**config.mk**
```make
export PLATFORM = sky130hd
export DESIGN_NAME = square_wave_frequency_generator
export DESIGN_NICKNAME = d
export VERILOG_FILES = /design/src/freq_gen_pkg.sv /design/src/freq_gen_if.sv /design/src/freq_gen_core.sv /design/src/square_wave_frequency_generator.sv
export SDC_FILE = /design/constraint.sdc
export NUM_CORES = 1
export LEC_CHECK = 0
export ABC_AREA = 1
export BUFFER_PORTS_ARGS = -buffer_cell sky130_fd_sc_hd__buf_4
export CAP_MARGIN = 10
export CORE_ASPECT_RATIO = 1.5
export CORE_MARGIN = 2
export CORE_UTILIZATION = 56
export CTS_CLUSTER_DIAMETER = 30
export DETAILED_ROUTE_END_ITERATION = 10
export HOLD_SLACK_MARGIN = 0.05
export PLACE_DENSITY = 0.77
export SLEW_MARGIN = 15
export SYNTH_ARGS = -nofsm -noshare
export SYNTH_HDL_FRONTEND = slang
export SYNTH_SLANG_ARGS = --single-unit
```
**constraint.sdc**
```tcl
create_clock -name clk -period 5.2 [get_ports clk]
set_input_delay 0.78 -clock clk [delete_from_list [all_inputs] [get_ports clk]]
set_output_delay 0.78 -clock clk [all_outputs]
set_load 0.05 [all_outputs]
```
**src/freq_gen_pkg.sv**
```systemverilog
// Shared constants for the square-wave generator and its port
package freq_gen_pkg;

    // ------------------------------------------------------------
    // Bus widths
    // ------------------------------------------------------------
    localparam int ADDR_W = 16;
    localparam int DATA_W = 8;

    // ------------------------------------------------------------
    // Register byte addresses
    // ------------------------------------------------------------
    localparam logic [15:0] ADDR_RELOAD = 16'h1fb8;
    localparam logic [15:0] ADDR_COUNT = 16'h1fba;
    localparam logic [15:0] ADDR_MODE = 16'h1fd1;
    localparam logic [15:0] ADDR_DIR = 16'h1fd3;
    localparam logic [15:0] ADDR_LATCH = 16'h1fd5;
    localparam logic [15:0] ADDR_PIN = 16'h1fd7;

    // ------------------------------------------------------------
    // Reset values and unmapped read answer
    // ------------------------------------------------------------
    localparam logic [7:0] RELOAD_RESET = 8'h00;
    localparam logic [7:0] MODE_RESET = 8'h00;
    localparam logic [7:0] DIR_RESET = 8'h00;
    localparam logic [7:0] LATCH_RESET = 8'h00;
    localparam logic [7:0] RDATA_IDLE = 8'h00;
    localparam logic [7:0] COUNT_ZERO = 8'h00;
    localparam logic [7:0] COUNT_ONE = 8'h01;

    // ------------------------------------------------------------
    // Step timing: one decrement every eighth state time
    // ------------------------------------------------------------
    localparam int STATE_TIMES_PER_STEP = 8;
    localparam int PRESCALE_W = $clog2(STATE_TIMES_PER_STEP);
    localparam logic [PRESCALE_W-1:0] PRESCALE_ZERO = '0;
    localparam logic [PRESCALE_W-1:0] PRESCALE_LAST =
        PRESCALE_W'(STATE_TIMES_PER_STEP - 1);

    // ------------------------------------------------------------
    // Port bit positions of the special functions
    // ------------------------------------------------------------
    localparam int BIT_CC4 = 0;
    localparam int BIT_CC5 = 1;
    localparam int BIT_CMP4 = 2;
    localparam int BIT_CMP5 = 3;
    localparam int BIT_WAVE = 7;

    // Source that drives a port bit
    typedef enum logic [2:0] {
        SRC_LATCH = 3'h0,
        SRC_CC4 = 3'h1,
        SRC_CC5 = 3'h3,
        SRC_CMP4 = 3'h2,
        SRC_CMP5 = 3'h6,
        SRC_WAVE = 3'h7
    } pin_source_type;

endpackage : freq_gen_pkg

```
**src/freq_gen_if.sv**
```systemverilog
// Carrier between the register block and the generator core
`timescale 1ns/1ns
`default_nettype none

interface freq_gen_if;
    logic [7:0] reload_value;
    logic [7:0] period_count;
    logic wave_level;
    logic step_tick;

    modport core (
        input reload_value,
        output period_count,
        output wave_level,
        output step_tick
    );

    modport regs (
        output reload_value,
        input period_count,
        input wave_level,
        input step_tick
    );
endinterface : freq_gen_if

`default_nettype wire

```
**src/freq_gen_core.sv**
```systemverilog
// Period down-counter, step prescaler and output toggle of the generator
`timescale 1ns/1ns
`default_nettype none

module freq_gen_core (
    input wire logic clk,
    input wire logic rst_n,
    freq_gen_if.core fg
);

    // ------------------------------------------------------------
    // State
    // ------------------------------------------------------------
    logic [freq_gen_pkg::PRESCALE_W-1:0] prescale_reg;
    logic [freq_gen_pkg::PRESCALE_W-1:0] prescale_next;
    logic [7:0] count_reg;
    logic [7:0] count_next;
    logic wave_reg;
    logic wave_next;
    logic tick;

    // Step tick once every eighth state time
    assign tick = (prescale_reg == freq_gen_pkg::PRESCALE_LAST);

    // Next values: hold, decrement, or toggle and reload at zero
    always_comb begin
        prescale_next = prescale_reg + 1'b1;
        count_next = count_reg;
        wave_next = wave_reg;
        if (tick) begin
            if (count_reg == freq_gen_pkg::COUNT_ZERO) begin
                count_next = fg.reload_value;
                wave_next = ~wave_reg;
            end else begin
                count_next = count_reg - freq_gen_pkg::COUNT_ONE;
            end
        end
    end

    // Registers; counter starts from the reload reset value
    always_ff @(posedge clk or negedge rst_n) begin
        if (!rst_n) begin
            prescale_reg <= freq_gen_pkg::PRESCALE_ZERO;
            count_reg <= freq_gen_pkg::RELOAD_RESET;
            wave_reg <= 1'b0;
        end else begin
            prescale_reg <= prescale_next;
            count_reg <= count_next;
            wave_reg <= wave_next;
        end
    end

    assign fg.period_count = count_reg;
    assign fg.wave_level = wave_reg;
    assign fg.step_tick = tick;
endmodule : freq_gen_core

`default_nettype wire

```
**src/square_wave_frequency_generator.sv**
```systemverilog
// Top of the square-wave generator with its register port and port 7 pins
//
// Local design decision: the address-and-strobe port.
`timescale 1ns/1ns
`default_nettype none

module square_wave_frequency_generator (
    input wire logic clk,
    input wire logic resetn,
    input wire logic [15:0] reg_addr,
    input wire logic [7:0] reg_wdata,
    input wire logic reg_wr,
    input wire logic reg_rd,
    output logic [7:0] reg_rdata,
    input wire logic [7:0] port7_in,
    output logic [7:0] port7_out,
    output logic [7:0] port7_oe,
    input wire logic capture_compare_ch4_out,
    input wire logic capture_compare_ch4_oe,
    input wire logic capture_compare_ch5_out,
    input wire logic capture_compare_ch5_oe,
    input wire logic compare_only_ch4_out,
    input wire logic compare_only_ch5_out,
    output logic [1:0] capture_compare_in
);

    // ------------------------------------------------------------
    // Reset release through two flip-flops
    // ------------------------------------------------------------
    logic rst_meta_reg;
    logic rst_n;

    // Assert at once, release only after two clean edges
    always_ff @(posedge clk or negedge resetn) begin
        if (!resetn) begin
            rst_meta_reg <= 1'b0;
            rst_n <= 1'b0;
        end else begin
            rst_meta_reg <= 1'b1;
            rst_n <= rst_meta_reg;
        end
    end

    // ------------------------------------------------------------
    // Generator core
    // ------------------------------------------------------------
    freq_gen_if fg ();

    freq_gen_core u_core (
        .clk(clk),
        .rst_n(rst_n),
        .fg(fg.core)
    );

    // ------------------------------------------------------------
    // Pin level synchroniser
    // ------------------------------------------------------------
    logic [7:0] pin_meta_reg;
    logic [7:0] pin_sync_reg;

    // Pins are asynchronous; only the second stage is ever read
    always_ff @(posedge clk or negedge rst_n) begin
        if (!rst_n) begin
            pin_meta_reg <= 8'h00;
            pin_sync_reg <= 8'h00;
        end else begin
            pin_meta_reg <= port7_in;
            pin_sync_reg <= pin_meta_reg;
        end
    end

    // ------------------------------------------------------------
    // Register file
    // ------------------------------------------------------------
    logic [7:0] reload_reg;
    logic [7:0] reload_next;
    logic [7:0] mode_reg;
    logic [7:0] mode_next;
    logic [7:0] dir_reg;
    logic [7:0] dir_next;
    logic [7:0] latch_reg;
    logic [7:0] latch_next;
    logic [7:0] rdata_reg;
    logic [7:0] rdata_next;

    // Write decode; counter address falls through and changes nothing
    always_comb begin
        reload_next = reload_reg;
        mode_next = mode_reg;
        dir_next = dir_reg;
        latch_next = latch_reg;
        if (reg_wr) begin
            if (reg_addr == freq_gen_pkg::ADDR_RELOAD) begin
                reload_next = reg_wdata;
            end else if (reg_addr == freq_gen_pkg::ADDR_MODE) begin
                mode_next = reg_wdata;
            end else if (reg_addr == freq_gen_pkg::ADDR_DIR) begin
                dir_next = reg_wdata;
            end else if (reg_addr == freq_gen_pkg::ADDR_LATCH) begin
                latch_next = reg_wdata;
            end
        end
    end

    // Read decode; data stands only in the cycle after the strobe
    always_comb begin
        rdata_next = freq_gen_pkg::RDATA_IDLE;
        if (reg_rd) begin
            if (reg_addr == freq_gen_pkg::ADDR_RELOAD) begin
                rdata_next = reload_reg;
            end else if (reg_addr == freq_gen_pkg::ADDR_COUNT) begin
                rdata_next = fg.period_count;
            end else if (reg_addr == freq_gen_pkg::ADDR_MODE) begin
                rdata_next = mode_reg;
            end else if (reg_addr == freq_gen_pkg::ADDR_DIR) begin
                rdata_next = dir_reg;
            end else if (reg_addr == freq_gen_pkg::ADDR_LATCH) begin
                rdata_next = latch_reg;
            end else if (reg_addr == freq_gen_pkg::ADDR_PIN) begin
                rdata_next = pin_sync_reg;
            end
        end
    end

    // Register storage
    always_ff @(posedge clk or negedge rst_n) begin
        if (!rst_n) begin
            reload_reg <= freq_gen_pkg::RELOAD_RESET;
            mode_reg <= freq_gen_pkg::MODE_RESET;
            dir_reg <= freq_gen_pkg::DIR_RESET;
            latch_reg <= freq_gen_pkg::LATCH_RESET;
            rdata_reg <= freq_gen_pkg::RDATA_IDLE;
        end else begin
            reload_reg <= reload_next;
            mode_reg <= mode_next;
            dir_reg <= dir_next;
            latch_reg <= latch_next;
            rdata_reg <= rdata_next;
        end
    end

    assign fg.reload_value = reload_reg;
    assign reg_rdata = rdata_reg;

    // ------------------------------------------------------------
    // Port 7 pin routing
    // ------------------------------------------------------------
    logic [7:0] pin_out_next;
    logic [7:0] pin_oe_next;
    logic [7:0] pin_out_reg;
    logic [7:0] pin_oe_reg;
    freq_gen_pkg::pin_source_type pin_src [8];

    // Bits 0..3 and 7: their special source when selected, else the latch
    genvar k;
    generate
        for (k = 0; k < 8; k++) begin : g_pin
            always_comb begin
                pin_src[k] = freq_gen_pkg::SRC_LATCH;
                if (mode_reg[k]) begin
                    if (k == freq_gen_pkg::BIT_CC4) begin
                        pin_src[k] = freq_gen_pkg::SRC_CC4;
                    end else if (k == freq_gen_pkg::BIT_CC5) begin
                        pin_src[k] = freq_gen_pkg::SRC_CC5;
                    end else if (k == freq_gen_pkg::BIT_CMP4) begin
                        pin_src[k] = freq_gen_pkg::SRC_CMP4;
                    end else if (k == freq_gen_pkg::BIT_CMP5) begin
                        pin_src[k] = freq_gen_pkg::SRC_CMP5;
                    end else if (k == freq_gen_pkg::BIT_WAVE) begin
                        pin_src[k] = freq_gen_pkg::SRC_WAVE;
                    end
                end
            end

            // Compare outputs always drive; capture channels own their enable
            always_comb begin
                case (pin_src[k])
                    freq_gen_pkg::SRC_CC4: begin
                        pin_out_next[k] = capture_compare_ch4_out;
                        pin_oe_next[k] = capture_compare_ch4_oe;
                    end
                    freq_gen_pkg::SRC_CC5: begin
                        pin_out_next[k] = capture_compare_ch5_out;
                        pin_oe_next[k] = capture_compare_ch5_oe;
                    end
                    freq_gen_pkg::SRC_CMP4: begin
                        pin_out_next[k] = compare_only_ch4_out;
                        pin_oe_next[k] = 1'b1;
                    end
                    freq_gen_pkg::SRC_CMP5: begin
                        pin_out_next[k] = compare_only_ch5_out;
                        pin_oe_next[k] = 1'b1;
                    end
                    freq_gen_pkg::SRC_WAVE: begin
                        pin_out_next[k] = fg.wave_level;
                        pin_oe_next[k] = 1'b1;
                    end
                    default: begin
                        pin_out_next[k] = latch_reg[k];
                        pin_oe_next[k] = dir_reg[k];
                    end
                endcase
            end
        end
    endgenerate

    // Pin drivers registered so outputs leave straight from flops
    always_ff @(posedge clk or negedge rst_n) begin
        if (!rst_n) begin
            pin_out_reg <= 8'h00;
            pin_oe_reg <= 8'h00;
        end else begin
            pin_out_reg <= pin_out_next;
            pin_oe_reg <= pin_oe_next;
        end
    end

    assign port7_out = pin_out_reg;
    assign port7_oe = pin_oe_reg;
    // Capture inputs see the synchronised pin, whatever drives it
    assign capture_compare_in = {pin_sync_reg[freq_gen_pkg::BIT_CC5],
                                 pin_sync_reg[freq_gen_pkg::BIT_CC4]};
endmodule : square_wave_frequency_generator

`default_nettype wire

```
==> results of run 1 <==
[area by class of cell]
type	instances	area share
Clock buffer	12	0.02987
Clock inverter	4	0.005531
Inverter	53	0.04452
Multi-Input combinational cell	267	0.3108
Sequential cell	86	0.4765
Tap cell	78	0.02157
Timing Repair Buffer	67	0.1112
[synth_stat cells (4+ instances only)]
| library cell | count | area (µm²) |
|---|---|---|
| sky130_fd_sc_hd__nand2_1 | 97 | 364.1 |
| sky130_fd_sc_hd__dfrtp_1 | 86 | 2152 |
| sky130_fd_sc_hd__inv_1 | 50 | 187.7 |
| sky130_fd_sc_hd__nand3_1 | 37 | 185.2 |
| sky130_fd_sc_hd__o21ai_0 | 37 | 185.2 |
| sky130_fd_sc_hd__nor2_1 | 18 | 67.56 |
| sky130_fd_sc_hd__o21ai_1 | 16 | 80.08 |
| sky130_fd_sc_hd__a21oi_1 | 12 | 60.06 |
| sky130_fd_sc_hd__o211ai_1 | 9 | 67.56 |
| sky130_fd_sc_hd__nor2_4 | 7 | 78.83 |
| sky130_fd_sc_hd__buf_6 | 4 | 45.04 |
| sky130_fd_sc_hd__ha_1 | 4 | 50.05 |
| sky130_fd_sc_hd__mux2_2 | 4 | 45.04 |
[stage by stage]
step / area (µm²) / setup WS [ps] / hold slack, ps
5_1_grt: 4524 / 2588 / 162.5
4_1_cts: 4524 / 2867 / 171.2
3_3_place_gp: 4364 / 2638 / 332.8
6_report: 4524 / 2887 / 179.5
3_5_place_dp: 4364 / 2504 / 334.7
2_1_floorplan: 3860 / 2627 / 331.2
[routing by layer]
layer,routed length (µm),share of wire,up-vias
met2,4529,0.55,66
li1,-,-,1484
met5,0,0,-
met1,3285,0.40,1429
met3,275,0.033,14
met4,178,0.022,0
[placed cells by master, fill, tap and decap left out, types with 4 or more instances in the layout]
cell / synthesis / routed
sky130_fd_sc_hd__o21ai_1: 16 / 16
sky130_fd_sc_hd__ha_1: 4 / 4
sky130_fd_sc_hd__o21ai_0: 37 / 37
sky130_fd_sc_hd__nand3_1: 37 / 37
sky130_fd_sc_hd__nand2_1: 97 / 97
sky130_fd_sc_hd__nor2_1: 18 / 18
sky130_fd_sc_hd__inv_1: 50 / 50
sky130_fd_sc_hd__mux2_2: 4 / 4
sky130_fd_sc_hd__buf_4: 3 / 67
sky130_fd_sc_hd__nor2_4: 7 / 7
sky130_fd_sc_hd__dfrtp_1: 86 / 85
sky130_fd_sc_hd__o211ai_1: 9 / 9
sky130_fd_sc_hd__clkbuf_8: 1 / 9
sky130_fd_sc_hd__a21oi_1: 12 / 12
[power by group]
group	internal [W]	total, W	switching, W
clock network	0.000172	0.000399	0.000227
registers	0.000675	0.000689	0.0000140
logic	0.0000252	0.0000528	0.0000275
[worst max-delay path by stage]
stage	startpoint	end	slack, ps
after floorplan	rst_n$_DFF_PN0_	dir_reg[0]$_DFFE_PN0P_	2630
after detailed placement	reg_addr[14]	dir_reg[6]$_DFFE_PN0P_	2500
after global placement	reg_addr[15]	dir_reg[7]$_DFFE_PN0P_	2640
after global routing	reg_addr[15]	dir_reg[0]$_DFFE_PN0P_	2590
final	reg_addr[14]	dir_reg[3]$_DFFE_PN0P_	2890
after CTS	reg_addr[14]	dir_reg[1]$_DFFE_PN0P_	2870
[cells by family (layout without fill, tap and decap cells)]
group,after synthesis,in the layout,synth area share
mux,4,4,0.01167
flops,86,86,0.5575
fa+ha+maj,4,4,0.01297
other cells,1,1,0.0009715
compound gates,81,81,0.1167
simple gates,175,175,0.2175
xor+xnor,2,2,0.004539
buf+inv,65,136,0.07812
==> reports/results.tsv, run 1 <==
stage	metric	value	unit
outcome	status	completed	
setup_path	worst-path-stages	8	
flow_run	drv.max_cap_violation_count	0	
drt	drt.antenna.violating_nets	0	
grt	largest_net_degree_at_the_start_of_global_routing	85	
setup_path	r2r.worst_path.cells	7	
synthesis	synthesis.instances	418	
floorplan	chipWidth	71.79	µm
clocking	cts_made_buffers	9	
setup_path	critical_path.endpoint_type	flip-flop	
clocking	cts_repair_resize_count	0	
placement	dp_hpwl	6.051	mm
cells_and_area	num-nets-final	530	
placement	placement.io_buffers	67	
setup_path	worst_ep_arrival_time	2570	ps
setup_path	required_time_of_the_worst_setup_path	5460	ps
floorplan	die-height	105.7	µm
drt	finalWirelength	8.269	mm
timing	fmax	432.3	MHz
synthesis	synth-seq-area-share	0.5575	
cells_and_area	multi_input_area	1406	µm²
drt	vias_per_cell	5.279	
cells_and_area	seqCellArea	2156	µm²
setup_path	reg2reg_to	u_core.fg.period_count[5]$_DFFE_PN0P_	
setup_path	critical_path.max_fanout	16	
clocking	cts_num_sinks	86	
setup_path	timing.rr.start	u_core.fg.period_count[0]$_DFFE_PN0P_	
clocking	post_cts.repair.setup_buffers	0	
cells_and_area	syn_to_final_growth	17.21	%
clocking	clk_path_buf_depth	2	
setup_path	timing.critical_path.cells	buf_4 > inv_1 > nand2_1 > nor2_1 > nand2_2 > inv_1 > nand4_1 > o21ai_0	
drt	remaining_drcs	0	
timing	timing_hold_violations_final	0	
timing	final.period_utilization	0.4448	
synthesis	syn_area	3860	µm²
drt	drt-wirelength-per-cell	14.58	µm
min_path	holdCritPathClass	input port to async pin	
drt	dr.first_iter.drc_count	205	
timing	final-setup-viol-count	0	
power_and_ir_drop	power.total	0.001141	W
setup_path	cp-start-kind	input port	
placement	placedCellCount	551	
floorplan	start_util	0.5711	
synthesis	number_of_enable_flip_flop_cells_after_synthesis	0	
synthesis	syn-num-nets	464	
setup_path	ff2ff_setup_slack	3300	ps
timing	grt_setup_unrepaired	false	
floorplan	rows	37	
setup_path	critPathSlowestCell	sky130_fd_sc_hd__nand4_1	
synthesis	post_synth.cell_area_avg	9.234	µm²
setup_path	timing.critical_path.mode_cell	sky130_fd_sc_hd__inv_1	
drt	detailedRoute.firstPassIterationCount	5	
placement	routability_driven_placement_congestion_ratio	0.8838	
grt	grt_pass1_wl	14.11	mm
grt	track_usage	0.2450	
clocking	cts_max_level	3	
setup_path	critical-path-max-stage-delay	570	ps
synthesis	synth_async_sr_flop_share	1.000	
grt	groute.layer.met2.usage	0.4233	
synthesis	yosysUniqueCellTypes	33	
clocking	clockRootBuffer	sky130_fd_sc_hd__clkbuf_8	
synthesis	yosys_warnings	0	
timing	worst_case_headroom_to_the_max_slew_limit	0.3089	
cells_and_area	drive_above_1_share	0.2249	
synthesis	ys_ff_latch	86	
setup_path	critical-path-top-delay-family	simple AND/OR/NAND/NOR gates	
power_and_ir_drop	power_density	252.2	nW/µm²
floorplan	core_area	6759	µm²
grt	grt-ovfl-total	0	
timing	fin_tns_setup	0	ps
setup_path	total_buffers_and_inverters_traversed_by_the_critical_path	3	
cells_and_area	final.fill_count	576	
drt	dr_total_vias	2993	
power_and_ir_drop	leakage	2.273	nW
timing	finalMaxSlewViolations	0	
synthesis	synth_top_flop_cell	sky130_fd_sc_hd__dfrtp_1	
power_and_ir_drop	max-vdd-ir-drop	0.2511	mV
timing	clock-skew-final	12.39	ps
grt	busiest_layer	met2	
grt	globalRouteMet3Util	0.04589	
timing	max_slew.worst_pin.slew	1037	ps
grt	grtUsageMet1	0.2959	
clocking	ctsHoldBuffers	0	
floorplan	floorplan.die_area	7586	µm²
cells_and_area	antenna_cells	0	
timing	post-route-min-period	2313	ps
cells_and_area	final_core_area_utilization	0.6694	
grt	number_of_global_route_vias_before_repair	2987	
clocking	clk_lat_worst_skew	370	ps
cells_and_area	layout.cells.non_filler	567	
setup_path	timing_worst_setup_path_type	input port to flip-flop	
clocking	path_clk_slew	80	ps
grt	number_of_antenna_violations_at_the_first_check_in_global_routing	0	
clocking	cts_tree	done	
floorplan	total_i_o_pin_count	68	
Note: power is estimated with default switching activity, not from simulation.
==> inputs of run 2 (changes only) <==
CORE_UTILIZATION = 55   (was 56)
PLACE_DENSITY = 0.76   (was 0.77)
clock period = 2.3 ns   (was 5.2 ns; I/O delays follow)
==> reports/results.tsv, run 2 (synthesis gave the netlist of run 1 again) <==
stage	metric	value	unit	change
outcome	status	completed		
cells_and_area	fin_area	4594	µm²	+1.5%
timing	post-route-worst-setup-slack	641.2	ps	-2246 ps
setup_path	timing.critical_path.cells	inv_1 > ha_1 > nand3_1 > nor2_1 > inv_1 > o21ai_0 > o21ai_0		
timing	clock-skew-final	14.54	ps	+2.151 ps
setup_path	critical_path.max_fanout	13		-3
setup_path	crit_end	u_core.fg.period_count[1]$_DFFE_PN0P_		
floorplan	core_area	6852	µm²	+1.4%
grt	track_usage	0.2479		+0.002886
cells_and_area	final.fill_count	587		+1.9%
drt	drt-wirelength-per-cell	14.92	µm	+2.3%
drt	drt.antenna.violating_nets	0		unchanged
grt	largest_net_degree_at_the_start_of_global_routing	55		-35%
setup_path	r2r.worst_path.cells	7		unchanged
clocking	cts_tree	done		
setup_path	required_time_of_the_worst_setup_path	2520	ps	-2940 ps
grt	grt-ovfl-total	0		unchanged
min_path	holdCritPathClass	input port to flip-flop		
cells_and_area	syn_to_final_growth	19.03	%	
clocking	clk_path_buf_depth	2		unchanged
grt	grt_pass1_wl	14.59	mm	+3.4%
setup_path	timing.rr.start	u_core.fg.period_count[0]$_DFFE_PN0P_		
cells_and_area	seqCellArea	2156	µm²	unchanged
cells_and_area	final_core_area_utilization	0.6706		+0.001180
setup_path	worst-path-stages	7		-1
clocking	post_cts.repair.setup_buffers	0		unchanged
drt	finalWirelength	8.550	mm	+3.4%
power_and_ir_drop	p_int	0.002017	W	+130%
power_and_ir_drop	clkPwrFrac	0.355		+0.005
setup_path	critical-path-top-delay-family	flip-flops		
floorplan	rows	37		unchanged
cells_and_area	drive_above_1_share	0.2303		+0.005354
clocking	path_clk_slew	80	ps	about the same
power_and_ir_drop	netSwitchingFraction	0.2269		-0.008106
floorplan	start_util	0.5634		-0.007717
cells_and_area	multi_input_area	1406	µm²	unchanged
placement	dpl_worst_slack	344.9	ps	-2159 ps
timing	final.period_utilization	0.7212		
setup_path	ff2ff_setup_slack	640	ps	-2660 ps
placement	placement.io_buffers	67		unchanged
floorplan	die-height	106.6	µm	+0.87%
clocking	ctsHoldBuffers	1		+1
clocking	cts_num_sinks	86		unchanged
cells_and_area	num-nets-final	536		+1.1%
timing	finalMaxSlewViolations	0		unchanged
drt	remaining_drcs	0		unchanged
timing	fin_tns_setup	0	ps	unchanged
drt	dr.first_iter.drc_count	206		+0.49%
drt	dr_total_vias	3062		+2.3%
clocking	cts_repair_resize_count	0		unchanged
cells_and_area	antenna_cells	0		unchanged
flow_run	drv.max_cap_violation_count	0		unchanged
floorplan	chipWidth	72.40	µm	+0.86%
setup_path	critPathSlowestCell	sky130_fd_sc_hd__dfrtp_1		
grt	number_of_antenna_violations_at_the_first_check_in_global_routing	0		unchanged
placement	dp_hpwl	6.519	mm	+7.7%
setup_path	reg2reg_to	u_core.fg.period_count[1]$_DFFE_PN0P_		
drt	vias_per_cell	5.344		+1.2%
timing	post-route-min-period	1659	ps	
clocking	cts_max_level	3		unchanged
clocking	cts_made_buffers	9		unchanged
placement	routability_driven_placement_congestion_ratio	0.9800		+11%
timing	fin_worst_hold_slack	91.38	ps	-88.08 ps
power_and_ir_drop	pwr-share-comb	0.054		+0.008
floorplan	total_i_o_pin_count	68		unchanged
setup_path	crit_start	u_core.fg.period_count[0]$_DFFE_PN0P_		
setup_path	critical_path.endpoint_type	flip-flop		
power_and_ir_drop	total_switching_power	0.0005922	W	+120%
setup_path	cp-start-kind	flip-flop		
setup_path	timing_worst_setup_path_type	flip-flop to flip-flop		
grt	number_of_global_route_vias_before_repair	3127		+4.7%
cells_and_area	most_common_cell_after_layout_fill_and_taps_aside	sky130_fd_sc_hd__nand2_1		
cells_and_area	final_cell_mix	sky130_fd_sc_hd__nand2_1 (97), sky130_fd_sc_hd__dfrtp_1 (85), sky130_fd_sc_hd__buf_4 (71)		
clocking	clk_lat_worst_skew	360	ps	about the same
timing	grt_setup_unrepaired	false		
setup_path	critical-path-max-stage-delay	420	ps	-150 ps
floorplan	floorplan.die_area	7718	µm²	+1.7%
power_and_ir_drop	share_seq_of_total_power	0.591		-0.013
power_and_ir_drop	max-vdd-ir-drop	0.5140	mV	+100%
timing	final-setup-viol-count	0		unchanged
timing	timing_hold_violations_final	0		unchanged
setup_path	total_buffers_and_inverters_traversed_by_the_critical_path	2		-1
timing	fmax	602.9	MHz	
drt	detailedRoute.firstPassIterationCount	4		-1
clocking	clockRootBuffer	sky130_fd_sc_hd__clkbuf_8		
placement	placedInstanceArea	4414	µm²	+1.1%
setup_path	worst_ep_arrival_time	1880	ps	-690 ps
power_and_ir_drop	power_density	567.9	nW/µm²	+130%
power_and_ir_drop	leakage	2.316	nW	+1.9%
## run 2: changes by cell type in the layout (fill, tap and decap cells not counted), sizes merged
cell         delta
clkinvlp        -2
clkbuf          +2
dlygate4sd3     +1
buf             +5
## run 2: layer usage
metal | part of all wire | track usage
met1 | 0.39 | 0.2882
met2 | 0.56 | 0.4397
met3 | 0.039 | 0.05451
met4 | 0.016 | 0.09392
met5 | 0 | 0
## run 2: worst min-delay path by stage
stage / slack (ps) / to / cells after the start / from
after floorplan: 50 / rst_meta_reg$_DFF_PN0_ / 0 / resetn
after global placement: 130 / rst_meta_reg$_DFF_PN0_ / 1 / resetn
after detailed placement: 130 / rst_meta_reg$_DFF_PN0_ / 1 / resetn
after CTS: 70 / pin_meta_reg[0]$_DFF_PN0_ / 1 / port7_in[0]
after global routing: 70 / pin_meta_reg[0]$_DFF_PN0_ / 1 / port7_in[0]
final: 90 / pin_meta_reg[0]$_DFF_PN0_ / 1 / port7_in[0]
## run 2: area by class of cell
type,instances,share of cell area
sequential,86,0.4692
multi-input combinational,267,0.3061
timing repair buffer,73,0.1225
inverter,53,0.04385
clock buffer,14,0.03322
tap,78,0.02124
clock inverter,2,0.003813
## run 2: stage by stage
stage          instances  total power (W)
6_report             573         0.002609
5_1_grt              573         0.002721
4_1_cts              573         0.002635
3_5_place_dp         556         0.001716
3_3_place_gp         556         0.001713
2_1_floorplan        418         0.001631
## run 2: power groups by stage
stage	logic (W)	registers, W	clock network [W]
after global routing	0.000158	0.00155	0.00102
final	0.000141	0.00154	0.000925
after global placement	0.000139	0.00157	0
after CTS	0.000144	0.00154	0.000948
after detailed placement	0.000142	0.00157	0
after floorplan	0.0000488	0.00158	0
## run 2: worst register-to-register path, delay by kind of cell (launching register included)
kind / cells / cell delay, ps
AOI/OAI and AO/OA: 2 / 380
buffers and inverters: 2 / 330
and+or+nand+nor: 2 / 220
DFF: 1 / 420
adders and majority gates: 1 / 180
==> inputs of run 3 (changes only) <==
ABC_AREA = 0   (was 1)
clock period = 1.7 ns   (was 2.3 ns; I/O delays follow)
==> reports/results.tsv, run 3 <==
stage	metric	value	unit	change
cells_and_area	seqCellArea	2157	µm²	about the same
synthesis	yosysUniqueCellTypes	45		+36%
setup_path	required_time_of_the_worst_setup_path	1950	ps	-570 ps
setup_path	crit_end	dir_reg[6]$_DFFE_PN0P_		
setup_path	worst_ep_arrival_time	2130	ps	+250 ps
cells_and_area	syn_to_final_growth	40.41	%	
synthesis	synth-seq-area-share	0.6039		+0.04640
clocking	path_clk_slew	90	ps	about the same
timing	post-route-min-period	1879	ps	
power_and_ir_drop	leakage	2.432	nW	+5.0%
cells_and_area	multi_input_area	1608	µm²	+14%
synthesis	synthesis.instances	273		-35%
floorplan	floorplan.die_area	7152	µm²	-7.3%
timing	timing_hold_violations_final	0		unchanged
cells_and_area	most_common_cell_after_layout_fill_and_taps_aside	sky130_fd_sc_hd__buf_4		
setup_path	cp-start-kind	input port		
cells_and_area	final.fill_count	368		-37%
synthesis	synth_async_sr_flop_share	1.000		unchanged
cells_and_area	antenna_cells	0		unchanged
setup_path	ff2ff_setup_slack	90	ps	-550 ps
synthesis	syn-num-nets	319		-31%
synthesis	synth.largest_area_cell	sky130_fd_sc_hd__dfrtp_1		
power_and_ir_drop	power_density	780.8	nW/µm²	+37%
synthesis	synth_top_cells_by_count	sky130_fd_sc_hd__dfrtp_1 (86), sky130_fd_sc_hd__mux2_2 (30), sky130_fd_sc_hd__a21oi_1 (20)		
clocking	cts_made_buffers	9		unchanged
synthesis	synth_top_flop_cell	sky130_fd_sc_hd__dfrtp_1		
drt	drt.antenna.violating_nets	0		unchanged
setup_path	reg2reg_to	u_core.fg.period_count[0]$_DFFE_PN0P_		
placement	dp_hpwl	5.897	mm	-9.5%
clocking	clockRootBuffer	sky130_fd_sc_hd__clkbuf_8		
setup_path	critical_path.endpoint_type	flip-flop		
grt	number_of_antenna_violations_at_the_first_check_in_global_routing	0		unchanged
grt	number_of_global_route_vias_before_repair	2700		-14%
synthesis	yosysMostFrequentCell	sky130_fd_sc_hd__dfrtp_1		
timing	final.period_utilization	1.105		
synthesis	syn_area	3563	µm²	-7.7%
timing	finalMaxSlewViolations	0		unchanged
floorplan	die-height	102.6	µm	-3.8%
cells_and_area	drive_above_1_share	0.4910		+0.2607
drt	drt-wirelength-per-cell	18.92	µm	+27%
setup_path	timing.rr.start	u_core.fg.period_count[1]$_DFFE_PN0P_		
drt	vias_per_cell	5.838		+9.2%
placement	placement.io_buffers	67		unchanged
drt	detailedRoute.firstPassIterationCount	4		unchanged
timing	clock-skew-final	14.33	ps	-0.2106 ps
timing	grt_setup_unrepaired	true		
grt	grt-ovfl-total	0		unchanged
synthesis	ys_ff_latch	86		unchanged
cells_and_area	fin_area	5004	µm²	+8.9%
drt	dr_total_vias	2703		-12%
floorplan	rows	35		-5.4%
floorplan	chipWidth	69.72	µm	-3.7%
cells_and_area	final_core_area_utilization	0.8046		+0.1341
grt	largest_net_degree_at_the_start_of_global_routing	38		-31%
outcome	failed_checks	negative setup slack		
synthesis	number_of_enable_flip_flop_cells_after_synthesis	0		unchanged
clocking	clk_lat_worst_skew	360	ps	about the same
grt	track_usage	0.2488		+0.0009121
setup_path	r2r.worst_path.cells	7		unchanged
setup_path	timing_worst_setup_path_type	input port to flip-flop		
synthesis	post_synth.cell_area_avg	13.05	µm²	+41%
synthesis	yosysTopAreaCellShare	0.6039		+0.04640
setup_path	critical_path.max_fanout	8		-5
min_path	holdCritPathClass	input port to flip-flop		
floorplan	start_util	0.5730		+0.009671
floorplan	total_i_o_pin_count	68		unchanged
cells_and_area	layout.cells.non_filler	463		-19%
power_and_ir_drop	power.total	0.003907	W	+50%
drt	dr.first_iter.drc_count	291		+41%
synthesis	yosys_warnings	0		unchanged
placement	routability_driven_placement_congestion_ratio	0.8332		-15%
setup_path	crit_start	reg_addr[14]		
drt	remaining_drcs	0		unchanged
clocking	cts_tree	done		
outcome	status	finished with violations		
timing	final-setup-viol-count	31		+31
power_and_ir_drop	max-vdd-ir-drop	0.6147	mV	+20%
synthesis	yosys-top-cells-area	sky130_fd_sc_hd__dfrtp_1 (60%), sky130_fd_sc_hd__mux2_2 (9.5%), sky130_fd_sc_hd__mux2_4 (3.4%)		
timing	post-route-worst-setup-slack	-179.0	ps	-820.2 ps
flow_run	drv.max_cap_violation_count	0		unchanged
grt	grt_pass1_wl	13.38	mm	-8.3%
placement	placedInstanceArea	4425	µm²	+0.26%
clocking	clk_path_buf_depth	2		unchanged
floorplan	core_area	6218	µm²	-9.2%
clocking	cts_num_sinks	86		unchanged
placement	placedCellCount	434		-22%
timing	fin_worst_hold_slack	121.7	ps	+30.33 ps
drt	finalWirelength	8.760	mm	+2.5%
cells_and_area	num-nets-final	430		-20%
cells_and_area	final_cell_mix	sky130_fd_sc_hd__buf_4 (93), sky130_fd_sc_hd__dfrtp_1 (84), sky130_fd_sc_hd__mux2_4 (24)		
clocking	cts_max_level	3		unchanged
timing	fmax	532.2	MHz	
run 3: cell count changes after synthesis, sizes merged, moves of 7 or more:
cell,change
a22o,+10
inv,-48
mux2,+35
nand2,-89
nand2b,+10
nand3,-35
nor2,-19
nor4,+7
o211ai,-8
o21ai,-34
run 3: metrics by stage:
stage               TNS (ps)  setup WS [ps]
finish                 -3970         -179.0
global route           -5271         -209.2
global placement      -21510         -688.3
floorplan             -14240         -462.5
detailed placement    -21640         -757.9
CTS                    -3329         -151.4
run 3: metal layers:
layer	vias to the layer above	wire, µm	share of wire	global-route usage
met1	1349	3274	0.37	0.2899
li1	1225	-	-	-
met5	-	0	0	0
met3	22	467	0.053	0.05670
met2	107	4764	0.54	0.4438
met4	0	252	0.029	0.1109
run 3: cells by family after synthesis:
family,share of synthesized area
fa+ha+maj,0.01405
mux,0.1317
other cells,0.001052
flops,0.6039
buf+inv,0.02387
compound gates,0.1141
xor+xnor,0.002458
simple gates,0.1089
run 3: worst min-delay path by stage:
stage | startpoint | end | slack, ps | depth (start not counted)
floorplan | resetn | rst_meta_reg$_DFF_PN0_ | -40 | 0
global placement | resetn | rst_meta_reg$_DFF_PN0_ | 40 | 1
detailed placement | resetn | rst_meta_reg$_DFF_PN0_ | 40 | 1
CTS | capture_compare_ch5_out | port7_out[1]$_DFF_PN0_ | 110 | 2
global route | compare_only_ch4_out | port7_out[2]$_DFF_PN0_ | 120 | 2
finish | capture_compare_ch5_out | port7_out[1]$_DFF_PN0_ | 120 | 2
run 3: repair_timing:
item,4_1_cts,5_1_grt
resized for setup,28,23
setup endpoints to repair,32,43
hold buffers,9,0
endpoints found under the hold margin,10,0
buffers inserted,4,2
pin swaps,11,8
run 3: cell type report:
type,count,area share
well taps,74,0.01850
inverters,5,0.003751
clock buffers,10,0.02551
flip-flops and latches,86,0.4311
repair buffers,111,0.1810
multi-input cells,171,0.3213
clock inverters,6,0.01875
run 3: power by group:
part,switching (W),internal (W),leakage (nW)
clock network,0.000743,0.000837,0.101
registers,0.0000172,0.00207,1.13
logic,0.000115,0.000128,1.20
total,0.000875,0.00303,2.43
run 3: critical path, cell delays in order:
cell and delay (ps):
sky130_fd_sc_hd__buf_6 90, sky130_fd_sc_hd__or4b_4 540, sky130_fd_sc_hd__buf_4 180, sky130_fd_sc_hd__nor2_2 140, sky130_fd_sc_hd__nand3_1 90, sky130_fd_sc_hd__or3_4 500
sky130_fd_sc_hd__mux2_4 330
